==> src/inc/monitor_irq_pkg.sv <==
// constants for the monitor control and interrupt block
// assumes one 250 mhz clock and an 8-bit register port from the bus slave
package monitor_irq_pkg;
  localparam logic [7:0] OFF_CONFIG   = 8'h40;
  localparam logic [7:0] OFF_STATUS_A = 8'h41;
  localparam logic [7:0] OFF_STATUS_B = 8'h42;
  localparam logic [7:0] OFF_MASK_A   = 8'h43;
  localparam logic [7:0] OFF_MASK_B   = 8'h44;
  localparam logic [7:0] OFF_CONFIG2  = 8'h4a;

  localparam logic [7:0] CONFIG_RESET = 8'h08;
  localparam logic [7:0] STATUS_RESET = 8'h00;
  localparam logic [7:0] MASK_RESET   = 8'h00;
  localparam logic [7:0] CONFIG_WMASK = 8'hdf;

  localparam int CFG_START      = 0;
  localparam int CFG_INT_EN     = 1;
  localparam int CFG_THERMAL_ALARM_N_EN   = 2;
  localparam int CFG_INT_CLEAR  = 3;
  localparam int CFG_RESET_REQ  = 4;
  localparam int CFG_THERMAL_ALARM_N_SUPP = 6;
  localparam int CFG_REINIT     = 7;
  localparam int CFG2_THERMAL_ALARM_N_MASK = 0;

  // thermal-type status bit of the second status register
  localparam logic [7:0] STATUS_B_THERMAL = 8'h20;
  localparam logic [7:0] STATUS_B_RSVD    = 8'h0c;

  // reset pulse: 20 ms least, rounded up in 4 ns cycles
  localparam int CLK_PERIOD_PS   = 4000;
  localparam int RESET_PULSE_MS  = 20;
  localparam longint RESET_PULSE_PS = 64'd1000000000 * RESET_PULSE_MS;
  localparam int RESET_PULSE_CYC =
    int'((RESET_PULSE_PS + CLK_PERIOD_PS - 1) / CLK_PERIOD_PS);
endpackage

==> src/monitor_interrupt_control.sv <==
`timescale 1ns/10ps
// configuration, limit status, masks and interrupt pins of the monitor
// assumes an 8-bit register port driven by the serial bus front end
// How it works
// - start bit runs monitoring, clear means standby
// - clearing start leaves interrupt pins unchanged
// - running enables scanning and limit checks
// - bit one enables general interrupt pin
// - bit two enables thermal interrupt pin
// - interrupt-clear bit deasserts pin, halts monitoring
// - reset bit pulses reset pin 20 ms
// - suppress bit deasserts thermal pin, keeps status
// - reinit bit restores register defaults, self clears; a running reset pulse goes on
// - configuration resets to 08h
// - limit violations set read-only status bits
// - bits zero, one flag fan/analog violation
// - second status bit four: chassis opened
// - second status bit five: external thermal pull
// - bits six, seven flag remote diode faults
// - mask bits gate status off general pin
// - thermal mask keeps thermal events off general
module monitor_interrupt_control (
  input  wire logic       clk_i,
  input  wire logic       rst_n_i,
  input  wire logic [7:0] reg_addr_i,
  input  wire logic       reg_wr_i,
  input  wire logic       reg_rd_i,
  input  wire logic [7:0] reg_wdata_i,
  output logic      [7:0] reg_rdata_o,
  input  wire logic [7:0] limit_event_a_i,
  input  wire logic [1:0] limit_event_b_i,
  input  wire logic       chassis_open_flag_i,
  input  wire logic       thermal_alarm_n_i,
  input  wire logic       thermal_event_i,
  input  wire logic       remote_diode_a_fault_i,
  input  wire logic       remote_diode_b_fault_i,
  output logic            scan_enable_o,
  output logic            int_n_o,
  output logic            thermal_alarm_n_o,
  output logic            thermal_alarm_n_oe_o,
  output logic            reset_n_o,
  output logic            reinit_o
);
  logic [7:0] config_r;
  logic [7:0] config_nxt;
  logic [7:0] mask_a_r;
  logic [7:0] mask_b_r;
  logic       thermal_alarm_n_mask_r;
  logic       int_n_r;
  logic       thermal_alarm_n_n_r;
  logic [7:0] rdata_nxt;
  logic [7:0] status_a;
  logic [7:0] status_b;
  logic [7:0] event_a;
  logic [7:0] event_b;
  logic       wr_config;
  logic       wr_mask_a;
  logic       wr_mask_b;
  logic       wr_config2;
  logic       rd_status_a;
  logic       rd_status_b;
  logic       reinit;
  logic       running;
  logic       pulse_start;
  logic       pulse_busy;
  logic       pulse_done;
  logic [7:0] gate_b;
  logic       int_cause;
  logic       int_active;
  logic       thermal_alarm_n_active;

  assign wr_config   = reg_wr_i && (reg_addr_i == monitor_irq_pkg::OFF_CONFIG);
  assign wr_mask_a   = reg_wr_i && (reg_addr_i == monitor_irq_pkg::OFF_MASK_A);
  assign wr_mask_b   = reg_wr_i && (reg_addr_i == monitor_irq_pkg::OFF_MASK_B);
  assign wr_config2  = reg_wr_i && (reg_addr_i == monitor_irq_pkg::OFF_CONFIG2);
  assign rd_status_a = reg_rd_i
                       && (reg_addr_i == monitor_irq_pkg::OFF_STATUS_A);
  assign rd_status_b = reg_rd_i
                       && (reg_addr_i == monitor_irq_pkg::OFF_STATUS_B);

  // reinit takes effect the cycle the write lands and never reads back
  assign reinit   = wr_config
                    && reg_wdata_i[monitor_irq_pkg::CFG_REINIT];
  assign reinit_o = reinit;

  // halted while interrupt-clear is set, status is kept
  assign running = config_r[monitor_irq_pkg::CFG_START]
                   && !config_r[monitor_irq_pkg::CFG_INT_CLEAR];
  assign scan_enable_o = running;

  // limit events only count while scanning; pin-level events always do, the thermal pull only while this block is not driving the pin
  assign event_a = running ? limit_event_a_i : 8'h00;
  assign event_b = {remote_diode_b_fault_i, remote_diode_a_fault_i,
                    !thermal_alarm_n_i && !thermal_alarm_n_oe_o,
                    chassis_open_flag_i,
                    2'b00,
                    running ? limit_event_b_i : 2'b00};

  sticky_status u_status_a (
    .clk_i    (clk_i),
    .rst_n_i  (rst_n_i),
    .event_i  (event_a),
    .clear_i  (rd_status_a || reinit),
    .status_o (status_a)
  );

  sticky_status u_status_b (
    .clk_i    (clk_i),
    .rst_n_i  (rst_n_i),
    .event_i  (event_b),
    .clear_i  (rd_status_b || reinit),
    .status_o (status_b)
  );

  assign pulse_start = wr_config
                       && reg_wdata_i[monitor_irq_pkg::CFG_RESET_REQ]
                       && !reinit;

  pulse_timer u_reset_pulse (
    .clk_i   (clk_i),
    .rst_n_i (rst_n_i),
    .start_i (pulse_start),
    .busy_o  (pulse_busy),
    .done_o  (pulse_done)
  );

  assign reset_n_o = !pulse_busy;

  always_comb begin
    config_nxt = config_r;
    if (wr_config) begin
      config_nxt = reg_wdata_i & monitor_irq_pkg::CONFIG_WMASK;
      // the request bit stays up while the pulse is still running, unless reinit clears it
      config_nxt[monitor_irq_pkg::CFG_RESET_REQ] =
        reg_wdata_i[monitor_irq_pkg::CFG_RESET_REQ] || pulse_busy;
      config_nxt[monitor_irq_pkg::CFG_REINIT] = 1'b0;
    end
    if (pulse_done) begin
      config_nxt[monitor_irq_pkg::CFG_RESET_REQ] = 1'b0;
    end
    if (reinit) begin
      config_nxt = monitor_irq_pkg::CONFIG_RESET;
    end
  end

  always_ff @(posedge clk_i or negedge rst_n_i) begin
    if (!rst_n_i) begin
      config_r <= monitor_irq_pkg::CONFIG_RESET;
    end else begin
      config_r <= config_nxt;
    end
  end

  always_ff @(posedge clk_i or negedge rst_n_i) begin
    if (!rst_n_i) begin
      mask_a_r     <= monitor_irq_pkg::MASK_RESET;
      mask_b_r     <= monitor_irq_pkg::MASK_RESET;
      thermal_alarm_n_mask_r <= 1'b0;
    end else if (reinit) begin
      mask_a_r     <= monitor_irq_pkg::MASK_RESET;
      mask_b_r     <= monitor_irq_pkg::MASK_RESET;
      thermal_alarm_n_mask_r <= 1'b0;
    end else begin
      if (wr_mask_a) mask_a_r <= reg_wdata_i;
      if (wr_mask_b) mask_b_r <= reg_wdata_i;
      if (wr_config2) begin
        thermal_alarm_n_mask_r <= reg_wdata_i[monitor_irq_pkg::CFG2_THERMAL_ALARM_N_MASK];
      end
    end
  end

  // thermal mask removes thermal sources from the general pin only
  assign gate_b = ~mask_b_r
                  & ~(thermal_alarm_n_mask_r ? monitor_irq_pkg::STATUS_B_THERMAL
                                   : 8'h00);
  assign int_cause = |(status_a & ~mask_a_r) | |(status_b & gate_b);
  // the start bit plays no part here, so clearing it keeps the pins
  assign int_active = config_r[monitor_irq_pkg::CFG_INT_EN]
                      && !config_r[monitor_irq_pkg::CFG_INT_CLEAR]
                      && int_cause;
  assign thermal_alarm_n_active = config_r[monitor_irq_pkg::CFG_THERMAL_ALARM_N_EN]
                        && !config_r[monitor_irq_pkg::CFG_THERMAL_ALARM_N_SUPP]
                        && thermal_event_i;

  always_ff @(posedge clk_i or negedge rst_n_i) begin
    if (!rst_n_i) begin
      int_n_r   <= 1'b1;
      thermal_alarm_n_n_r <= 1'b1;
    end else begin
      int_n_r   <= !int_active;
      thermal_alarm_n_n_r <= !thermal_alarm_n_active;
    end
  end

  assign int_n_o              = int_n_r;
  // open drain: only ever pulls low
  assign thermal_alarm_n_o    = 1'b0;
  assign thermal_alarm_n_oe_o = !thermal_alarm_n_n_r;

  always_comb begin
    unique case (reg_addr_i)
      monitor_irq_pkg::OFF_CONFIG:   rdata_nxt = config_r;
      monitor_irq_pkg::OFF_STATUS_A: rdata_nxt = status_a;
      monitor_irq_pkg::OFF_STATUS_B: rdata_nxt = status_b;
      monitor_irq_pkg::OFF_MASK_A:   rdata_nxt = mask_a_r;
      monitor_irq_pkg::OFF_MASK_B:   rdata_nxt = mask_b_r;
      monitor_irq_pkg::OFF_CONFIG2:  rdata_nxt = {7'h00, thermal_alarm_n_mask_r};
      default:                       rdata_nxt = 8'h00;
    endcase
  end

  always_ff @(posedge clk_i or negedge rst_n_i) begin
    if (!rst_n_i) begin
      reg_rdata_o <= 8'h00;
    end else if (reg_rd_i) begin
      reg_rdata_o <= rdata_nxt;
    end
  end
endmodule

==> src/sticky_status.sv <==
`timescale 1ns/10ps
// one sticky status register: set by events, cleared on read or reinit
// assumes events are synchronous single-cycle or level strobes
module sticky_status (
  input  wire logic       clk_i,
  input  wire logic       rst_n_i,
  input  wire logic [7:0] event_i,
  input  wire logic       clear_i,
  output logic      [7:0] status_o
);
  logic [7:0] status_nxt;

  // an event in the clearing cycle survives the clear
  assign status_nxt = (clear_i ? monitor_irq_pkg::STATUS_RESET : status_o)
                      | event_i;

  always_ff @(posedge clk_i or negedge rst_n_i) begin
    if (!rst_n_i) begin
      status_o <= monitor_irq_pkg::STATUS_RESET;
    end else begin
      status_o <= status_nxt;
    end
  end
endmodule

==> src/pulse_timer.sv <==
`timescale 1ns/10ps
// fixed-length active pulse generator for the reset output
// assumes start_i is a one-cycle request; ignored while busy
module pulse_timer #(
  parameter int LENGTH = monitor_irq_pkg::RESET_PULSE_CYC
) (
  input  wire logic clk_i,
  input  wire logic rst_n_i,
  input  wire logic start_i,
  output logic      busy_o,
  output logic      done_o
);
  logic [31:0] count_r;
  logic [31:0] count_nxt;
  logic        last;

  assign last      = busy_o && (count_r == 32'(LENGTH - 1));
  assign count_nxt = busy_o ? count_r + 32'h1 : 32'h0;

  always_ff @(posedge clk_i or negedge rst_n_i) begin
    if (!rst_n_i) begin
      busy_o  <= 1'b0;
      done_o  <= 1'b0;
      count_r <= 32'h0;
    end else begin
      done_o  <= last;
      count_r <= last ? 32'h0 : count_nxt;
      if (last) begin
        busy_o <= 1'b0;
      end else if (start_i) begin
        busy_o <= 1'b1;
      end
    end
  end
endmodule

==> config.mk <==
export PLATFORM = sky130hd
export DESIGN_NAME = monitor_interrupt_control
export DESIGN_NICKNAME = d
export VERILOG_FILES = /design/src/inc/monitor_irq_pkg.sv /design/src/monitor_interrupt_control.sv /design/src/sticky_status.sv /design/src/pulse_timer.sv
export SDC_FILE = /design/constraint.sdc
export NUM_CORES = 1
export LEC_CHECK = 0
export BUFFER_PORTS_ARGS = -buffer_cell sky130_fd_sc_hd__buf_2
export CAP_MARGIN = 10
export CORE_MARGIN = 1.5
export CORE_UTILIZATION = 30
export CTS_BUF_LIST = sky130_fd_sc_hd__clkbuf_4
export CTS_CLUSTER_SIZE = 25
export DETAILED_ROUTE_END_ITERATION = 10
export SLEW_MARGIN = 20
export SYNTH_ARGS = -nofsm -noshare
export SYNTH_HDL_FRONTEND = slang
export SYNTH_SLANG_ARGS = --single-unit
==> constraint.sdc <==
create_clock -name clk_i -period 3.4 [get_ports clk_i]
set_input_delay 0.17 -clock clk_i [delete_from_list [all_inputs] [get_ports clk_i]]
set_output_delay 0.17 -clock clk_i [all_outputs]
set_load 0.02 [all_outputs]
# == Word level (Yosys, flattened, before mapping) ==
# Index checks and enable logic that the tools add are counted.
# totals
reg_bits,85
word_cells,84
# op_classes
add_sub_neg,1
n_eq_ne,7
n_mux,19
n_bitwise,9
n_reduce_logical,35
# op_table
cell,count
8-bit 2-to-1 mux,9
32-bit 2-to-1 mux,2
8-bit by 7-bit equality test with 1-bit output (second input constant),6
8-bit case mux with 6 select lines,1
32-bit by 1-bit adder with 32-bit output (second input constant),1
32-bit by 23-bit equality test with 1-bit output (second input constant),1
8-bit AND,3
1-bit logical AND,16
8-bit NOT,2
8-bit bitwise OR,2
8-bit OR reduction,2
2-bit nonzero test,5
1-bit zero test,8
6-bit NOT with 8-bit output,1
6-bit 2-to-1 mux,1
1-bit 2-to-1 mux,5
1-bit logical OR,3
3-bit nonzero test,1
2-bit 2-to-1 mux,1
1-bit bitwise OR,1

# == Depth between registers and ports, before layout ==
# Gate-level depths: netlist (run 1).
# depth
word_depth,8
mapped_depth,6
depth_no_buf,5

# == By module ==
# From an unflattened synthesis (run 1), not the netlist that was laid out.
# unflattened
hier_cells,440
hier_area_um2,4351.7
# modules_own_cells
mod,instances,cells_per_inst,area_per_inst_um2,seq_area_each_um2
monitor_interrupt_control,1,217,2014.4,829.5
pulse_timer,1,189,1809.2,850.8
sticky_status,2,17,264.0,200.2

# == Worst setup path before layout (run 1) ==
# Ideal clock, no wire load.
# synth_path
kind,flip-flop to flip-flop
from,reg u_reset_pulse.count_r[16]
to,reg u_reset_pulse.busy_o
arrival_ns,2.283
slack_ns,0.986
path_stages_with_launch,6
n_path_buf,1
path_cell_list,dfrtp_1 or4_1 or4_4 o41ai_4 buf_6 o41ai_2
# synth_via
elab_chain_cells,3
# synth_rtl
item,line_no,source
from (decl),pulse_timer.sv:13,logic [31:0] count_r;
from (signal assigned),pulse_timer.sv:27,count_r <= last ? 32'h0 : count_nxt;
32-bit by 23-bit equality test with 1-bit output (*),pulse_timer.sv:17,assign last = busy_o && (count_r == 32'(LENGTH - 1));
1-bit logical AND (*),pulse_timer.sv:17,
1-bit 2-to-1 mux / 2-bit nonzero test (equally long branches),--,
to (signal assigned),pulse_timer.sv:22,busy_o <= 1'b0;
to (signal assigned),pulse_timer.sv:29,busy_o <= 1'b0;
to (signal assigned),pulse_timer.sv:31,busy_o <= 1'b1;
to (decl),pulse_timer.sv:10,"output logic busy_o,"
# Mark *: on every way between the ends. The rest lies on a longest branch, timed or not.
# A chain may end at the register's enable or synchronous reset.

# == Worst setup path in the final report (run 1) ==
# layout_path
from,reg u_reset_pulse.count_r[16]
to,reg u_reset_pulse.count_r[13]
# layout_via
elab_chain_cells,3
# layout_rtl
item,line_no
32-bit by 23-bit equality test with 1-bit output,pulse_timer.sv:17
1-bit logical AND,pulse_timer.sv:17
32-bit 2-to-1 mux,pulse_timer.sv:27
# No other way between the ends.

==> results by group, run 1 <==
Pwr
  – Switching part of the total: 25.7%
  – Combinational Power Share: 10.4%
  – Clock power frac: 33.6%
  – Register share of total power: 56.0%
  – Internal Power: 1.40 mW
  – Pwr Density: 383 mW/mm2
  – Leak Pwr: 2.24 nW
  – Net Switching: 0.483 mW
  – Maximum vdd drop: 147 uV

Critical path
  – Crit. End Element: flop
  – CP delay by family, top: simple AND/OR/NAND/NOR gates
  – Worst setup SP type: flop
  – CP bufs+invs: 1
  – Crit Path Max Fanout: 20
  – Arrival time at the worst endpoint: 3070 ps
  – Critical path type: reg2reg
  – CP max stage cell: o41ai_4
  – Critical Path RT: 3730 ps
  – Worst stage delay on the critical path: 620 ps
  – Crit-path cells: or4_1 > or4_4 > o41ai_4 > buf_4 > nor2_1

Floorplan
  – Die W: 121 um
  – Initial Util: 31.1%
  – Core ar.: 0.0133 mm2
  – Die Span Y: 121 um
  – I/O Pins: 49
  – Rows: 42
  – DIE AREA: 0.0146 mm2

Timing
  – Setup tns final: 0 ps
  – Slew headroom: 44.0%
  – Clock skew: 12.6 ps
  – Max Clk Rate: 365 MHz
  – Hold Vio Cnt, Final: 0
  – Post-route minimum period: 2740 ps
  – RSZ-0062 raised after global routing: no
  – Worst-Margin Slew: 836 ps
  – Final setup fails: 0
  – Slew Viols, Final: 0
  – Crit share post-route: 80.7%

Yosys
  – Yosys warnings: 0
  – XOR/XNOR Fraction of Synth Area: 2.32%
  – Synth Flop Type: dfrtp_1
  – Yosys cell types: 56
  – EDFF count, synth: 0
  – Sequential share of the synthesized area: 48.9%
  – Compound-Gate Fraction of Synth Area: 16.0%
  – Synth Area in Adders: 0.301%
  – Post-Synthesis Cells: 422
  – Mux cell area share after synthesis: 7.05%
  – Syn Area/Cell: 9.84 um2
  – Simple-gate share of the synthesized area: 20.0%
  – Post-Syn Nets: 458
  – Synthesized flop and latch total: 81
  – Largest family of logic cells by synthesized area: simple AND/OR/NAND/NOR gates
  – Post-Syn Area: 0.00415 mm2
  – Ys async rst share: 100%

Clocking
  – Inserted Clock Buffers: 9
  – TritonCTS clock tree: done
  – Worst-skew pair later-pin latency: 450 ps
  – H-tree levels: 3
  – Clock transition at path regs: 130 ps
  – Max clock buf depth: 2
  – Sink Count: 81
  – Clock root cell: clkbuf_4

Global route
  – Vias in the first global route: 3372
  – GR Overflow Total: 0
  – First-pass GRT wire length: 16800 um
  – GRT Util Overall: 14.6%
  – Antenna violations before repair: 0
  – Largest net degree at the start of global routing: 82

Min path
  – Hold crit path type: in2reg

Place
  – Final GP Congestion: 0.797
  – Port Buffers: 47
  – DP Wirelength: 7120 um
  – Post-placement cell count: 626

Detailed routing
  – Routed WL: 10300 um
  – Initial DRC count: 239
  – Via count: 3471
  – Initial DRT Pass Iterations: 4
  – Average vias per placed instance: 5.24
  – Post-route ant nets: 0
  – Drt drc: 0
  – Wire per inst: 15.5 um

Layout
  – Layout cell share with drive strength beyond 1: 16.4%
  – Reg area: 0.00203 mm2
  – Area occupied by multi-input gates: 0.00191 mm2
  – Fin cells: 663
  – Nets: 518
  – Commonest cells after routing, fill and taps aside: dfrtp_1 (78), buf_2 (46), nor2_1 (37)
  – Antenna Diode Count: 0
  – Most common cell after layout, fill and taps aside: dfrtp_1
  – P&R area growth vs syn: 18.3%
  – Fillers: 1383

Outcome
  – Status: finished, final reports clean

Run
  – Max Cap Violations: 0
-- per-stage QoR --
stage / instance area (um2) / hold WS [ps] / setup WS [ps] / util [%] / power, mW
after floorplan: 4150 / -126 / 986 / - / 1.16
after global placement: 4540 / 343 / 727 / 34.0 / 1.24
after detailed placement: 4540 / 348 / 648 / 34.0 / 1.25
after CTS: 4910 / 3.46 / 631 / 36.8 / 1.90
after global routing: 4910 / 8.00 / 535 / 36.8 / 1.97
final: 4910 / 22.0 / 657 / 36.8 / 1.88
-- power groups by stage --
stage                     Combinational [mW]  Clock (mW)  Sequential [mW]
final                                  0.196       0.631             1.05
after global routing                   0.218       0.695             1.06
after CTS                              0.198       0.646             1.05
after detailed placement               0.178           0             1.07
after global placement                 0.174           0             1.07
after floorplan                        0.108           0             1.06
-- state kept, by name, summed over array words and instances (netlist names) --
name	count
u_reset_pulse.count_r	32
mask_a_r	8
mask_b_r	8
reg_rdata_o	8
u_status_a.status_o	8
config_r	6
u_status_b.status_o	6
int_n_o	1
thermal_alarm_n_mask_r	1
thermal_alarm_n_n_r	1
u_reset_pulse.busy_o	1
u_reset_pulse.done_o	1
-- routing by layer --
layer / global-route usage [%] / wire length [um] / up-vias
li1: - / - / 1683
met1: 18.4 / 4510 / 1672
met2: 24.2 / 4970 / 98
met3: 4.06 / 579 / 18
met4: 4.63 / 206 / 0
met5: 0 / 0 / -
-- layout make-up --
type	count	area share (%)
flip-flops and latches	81	41.4
multi-input cells	287	38.8
repair buffers	73	9.96
well taps	176	4.48
inverters	30	2.29
clock inverters	7	1.73
clock buffers	9	1.38
-- what timing repair did --
item	in CTS	in global routing
setup buffers	0	0
endpoints found under the hold margin	102	0
hold buffers	21	0
resized for setup	0	0
-- final timing paths --
| path | start | endpoint | slack, ps | depth (start not counted) |
|---|---|---|---|---|
| max in group asynchronous | rst_n_i | u_reset_pulse.count_r[16] | 2550 | 2 |
| min in group asynchronous | rst_n_i | u_status_a.status_o[7] | 310 | 2 |
| worst max register to register | u_reset_pulse.count_r[16] | u_reset_pulse.count_r[13] | 660 | 5 |
| worst max-delay path | u_reset_pulse.count_r[16] | u_reset_pulse.count_r[13] | 660 | 5 |
| worst min-delay path | reg_wdata_i[0] | config_r[0] | 20 | 3 |
| worst min register to register | u_reset_pulse.done_o | config_r[4] | 400 | 1 |
-- kinds of logic (layout without fill, tap and decap cells) --
logic type / Yosys count / count (layout)
other: 1 / 1
AO/OA/AOI/OAI: 98 / 98
adder cells (fa/ha/maj): 1 / 1
flip-flops: 81 / 81
XOR/XNOR: 11 / 11
buffers and inverters: 54 / 119
AND/OR/NAND/NOR: 147 / 147
multiplexers: 29 / 29
-- synthesized netlist by cell type, types with 4 or more instances --
| library cell | count | area share, % |
|---|---|---|
| a21oi_1 | 25 | 3.0 |
| dfrtp_1 | 78 | 47 |
| xnor2_1 | 6 | 1.3 |
| nand2b_1 | 4 | 0.60 |
| clkbuf_1 | 18 | 1.6 |
| a22o_1 | 11 | 2.3 |
| or3_1 | 12 | 1.8 |
| o31ai_1 | 8 | 1.4 |
| nor2_1 | 37 | 3.3 |
| nor4_1 | 4 | 0.60 |
| nand2_1 | 21 | 1.9 |
| nor3_1 | 5 | 0.60 |
| nand3_1 | 11 | 1.3 |
| o2bb2ai_1 | 4 | 0.84 |
| o21ai_0 | 18 | 2.2 |
| inv_1 | 29 | 2.6 |
| nand4_1 | 13 | 2.0 |
| o22ai_1 | 14 | 2.1 |
| or4_1 | 15 | 2.7 |
| mux2i_1 | 27 | 6.5 |
| xor2_1 | 5 | 1.1 |
| nor4b_1 | 4 | 0.84 |
-- tightest hold or removal path: cells and delay by family --
kind | cells | cell delay (ps)
AOI/OAI and AO/OA | 1 | 70
buffers and inverters | 1 | 130
and+or+nand+nor | 1 | 70
Power figures use the tool's default switching activity.
==> run 2, diff against run 1 <==
--- a/config.mk
+++ b/config.mk
@@ -5,6 +5,7 @@
 export SDC_FILE = /design/constraint.sdc
 export NUM_CORES = 1
 export LEC_CHECK = 0
+export ABC_AREA = 1
 export BUFFER_PORTS_ARGS = -buffer_cell sky130_fd_sc_hd__buf_2
 export CAP_MARGIN = 10
 export CORE_MARGIN = 1.5
==> constraint.sdc (replaced) <==
create_clock -name clk_i -period 2.6 [get_ports clk_i]
set_input_delay 0.13 -clock clk_i [delete_from_list [all_inputs] [get_ports clk_i]]
set_output_delay 0.13 -clock clk_i [all_outputs]
set_load 0.02 [all_outputs]
==> run 2 against run 1 <==
Compared with the run above:
- fmax up 57%
- cell area up 12%
- sequential power up 27%
- largest power group unchanged
- critical endpoint is now u_reset_pulse.count_r[18]
- synthesized cell count up 56%
- via count up 24%
- die area up 12%
- worst setup slack better by 190 ps
- register-to-register slack better by 190 ps
==> results by group, run 2 <==
Floorplan
  – Core ar.: 0.0152 mm2 (+14%)
  – I/O Pins: 49 (unchanged)
  – Rows: 45 (+7.1%)
  – DIE AREA: 0.0163 mm2 (+12%)
  – Die Span Y: 128 um (+5.8%)
  – Initial Util: 30.7% (-0.43 points)
  – Die W: 128 um (+5.8%)

Layout
  – Antenna Diode Count: 0 (unchanged)
  – P&R area growth vs syn: 17.8%
  – Largest register FFs: 32 (unchanged)
  – Layout cell share with drive strength beyond 1: 13.6% (-2.8 points)
  – Most common cell after layout, fill and taps aside: nand2_1
  – Design Area, Final: 0.00549 mm2 (+12%)
  – Nets: 773 (+49%)
  – Final core occ: 36.1% (-0.65 points)
  – Fillers: 1636 (+18%)
  – Fin cells: 930 (+40%)
  – Commonest cells after routing, fill and taps aside: nand2_1 (216), nor2_1 (91), nand3_1 (80)
  – Top reg by flops: u_reset_pulse.count_r

Detailed routing
  – Post-route ant nets: 0 (unchanged)
  – Average vias per placed instance: 4.63 (-12%)
  – Initial DRT Pass Iterations: 4 (unchanged)
  – Drt drc: 0 (unchanged)
  – Initial DRC count: 194 (-19%)
  – Via count: 4308 (+24%)
  – Routed WL: 12300 um (+19%)
  – Wire per inst: 13.2 um (-15%)

Yosys
  – Post-Syn Nets: 696 (+52%)
  – Count leader, synth: nand2_1
  – EDFF count, synth: 0 (unchanged)
  – Synth Flop Type: dfrtp_1
  – Post-Synthesis Cells: 660 (+56%)
  – Largest area contributor in the netlist: dfrtp_1
  – Yosys warnings: 0 (unchanged)
  – Post-Syn Area: 0.00466 mm2 (+12%)
  – Commonest cells post-synth: nand2_1 (216), nor2_1 (91), nand3_1 (80)
  – Yosys cell types: 34 (-39%)
  – Synthesized flop and latch total: 81 (unchanged)
  – Sequential share of the synthesized area: 43.5% (-5.4 points)
  – Ys async rst share: 100% (unchanged)
  – Syn Area/Cell: 7.07 um2 (-28%)
  – Largest cells by area after synthesis: dfrtp_1 (42%), nand2_1 (17%), nand3_1 (8.6%)
  – Yosys top cell area share: 41.9% (-5.2 points)

Place
  – Port Buffers: 47 (unchanged)
  – Final GP Congestion: 0.861 (+8.1%)
  – Post-placement cell count: 887 (+42%)
  – Dpl cell area: 0.00510 mm2 (+12%)
  – DP Wirelength: 9130 um (+28%)
  – Worst slack, placed: 860 ps (+212 ps)

Clocking
  – Sink Count: 81 (unchanged)
  – Post-CTS Resized: 0 (unchanged)
  – Worst-skew pair later-pin latency: 450 ps (about the same)
  – Inserted Clock Buffers: 9 (unchanged)
  – Clock transition at path regs: 130 ps (about the same)
  – Clock root cell: clkbuf_4
  – H-tree levels: 3 (unchanged)
  – Max clock buf depth: 2 (unchanged)
  – TritonCTS clock tree: done

Global route
  – Vias in the first global route: 4288 (+27%)
  – First-pass GRT wire length: 20800 um (+24%)
  – GR Overflow Total: 0 (unchanged)
  – Antenna violations before repair: 0 (unchanged)
  – Largest net degree at the start of global routing: 78 (-4.9%)
  – GRT Util Overall: 16.2% (+1.6 points)

Critical path
  – Critical Path RT: 2950 ps (-780 ps)
  – Worst setup SP type: flop
  – Crit Path Max Fanout: 7 (-65%)
  – Crit. End Element: flop
  – Critical path type: reg2reg
  – Arrival time at the worst endpoint: 2090 ps (-980 ps)

Timing
  – Clock skew: 18.8 ps (+6.18 ps)
  – Max Clk Rate: 572 MHz (+57%)
  – Slew Viols, Final: 0 (unchanged)
  – Final setup fails: 0 (unchanged)
  – Setup tns final: 0 ps (unchanged)
  – Worst-Margin Slew: 553 ps (-284 ps)
  – Final worst slack: 851 ps (+194 ps)
  – Crit share post-route: 67.3% (-13 points)
  – Post-route minimum period: 1750 ps (-994 ps)
  – Hold Vio Cnt, Final: 0 (unchanged)
  – RSZ-0062 raised after global routing: no
  – Slew headroom: 63.0% (+19 points)

Min path
  – Hold crit path type: in2reg

Run
  – Max Cap Violations: 0 (unchanged)

Pwr
  – Leak Pwr: 2.79 nW (+25%)
  – Pwr Density: 402 mW/mm2 (+5.1%)
  – Maximum vdd drop: 169 uV (+15%)

Outcome
  – Status: finished, final reports clean
-- run 2: changes by cell type after synthesis, sizes merged, moves of 10 or more --
cell    change
nor2       +64
a22o       -11
mux2i      -26
nand2     +207
nand3      +71
o22ai      -10
or4        -16
a21oi      -22
clkbuf     -15
or3        -12
inv        +52
-- run 2: final cells by class --
class                           count  area, um2  share of cell area [%]
Multi-Input combinational cell    486       2250                    41.0
Sequential cell                    81       2030                    37.0
Timing Repair Buffer               78        551                    10.0
Inverter                           81        304                    5.53
Tap cell                          188        235                    4.28
Clock buffer                       10       75.1                    1.37
Clock inverter                      6       43.8                   0.797
-- run 2: what timing repair did --
action,in CTS,in global routing
setup buffers,0,0
hold buffers,27,0
endpoints found under the setup margin,0,0
hold endpoints to repair,114,0
-- run 2: cells by family after synthesis --
logic type | synth area share, %
buffers and inverters | 8.10
xor gates and xnor gates | 2.25
muxes | 0.215
DFF | 43.5
AOI/OAI and AO/OA | 4.40
adders and majority gates | 0.268
and+or+nand+nor | 41.1
other | 0.0804
-- run 2: worst paths after layout --
path,start,to,slack (ps),cells after the start
setup reg to reg,u_reset_pulse.count_r[0],u_reset_pulse.count_r[18],850,8
hold reg to reg,u_reset_pulse.done_o,config_r[4],410,1
hold / removal,reg_wdata_i[7],u_reset_pulse.busy_o,60,4
setup / recovery,u_reset_pulse.count_r[0],u_reset_pulse.count_r[18],850,8
min in group asynchronous,rst_n_i,thermal_alarm_n_n_r,160,2
max in group asynchronous,rst_n_i,mask_b_r[2],1870,3
-- run 2: power breakdown --
group | leakage (nW) | total (mW) | switching, mW | internal, mW
Clock | 0.0636 | 0.681 | 0.470 | 0.211
Combinational | 1.67 | 0.205 | 0.118 | 0.0874
Sequential | 1.06 | 1.33 | 0.0271 | 1.30
Total | 2.79 | 2.21 | 0.614 | 1.60
-- run 2: stage by stage --
| step | total power [mW] | hold WS (ps) |
|---|---|---|
| after floorplan | 1.43 | -166 |
| after global placement | 1.52 | -58.2 |
| after detailed placement | 1.53 | -58.6 |
| after CTS | 2.24 | 53.3 |
| after global routing | 2.32 | 66.9 |
| final | 2.21 | 61.9 |
-- run 2: worst max-delay path: stages (launching register included) --
cell	delay (ps)
dfrtp_1	450
ha_1	230
nand3_2	150
nor2_2	190
inv_1	100
nor2_1	140
nand3_2	160
nand2_2	170
nor2_1	60
-- run 2: per-layer routing --
metal / routed length (um) / part of all wire (%) / up-vias / track usage [%]
li1: - / - / 2227 / -
met1: 5520 / 45 / 1973 / 20.0
met2: 5940 / 48 / 86 / 28.5
met3: 441 / 3.6 / 22 / 3.01
met4: 367 / 3.0 / 0 / 5.55
met5: 0 / 0 / - / 0
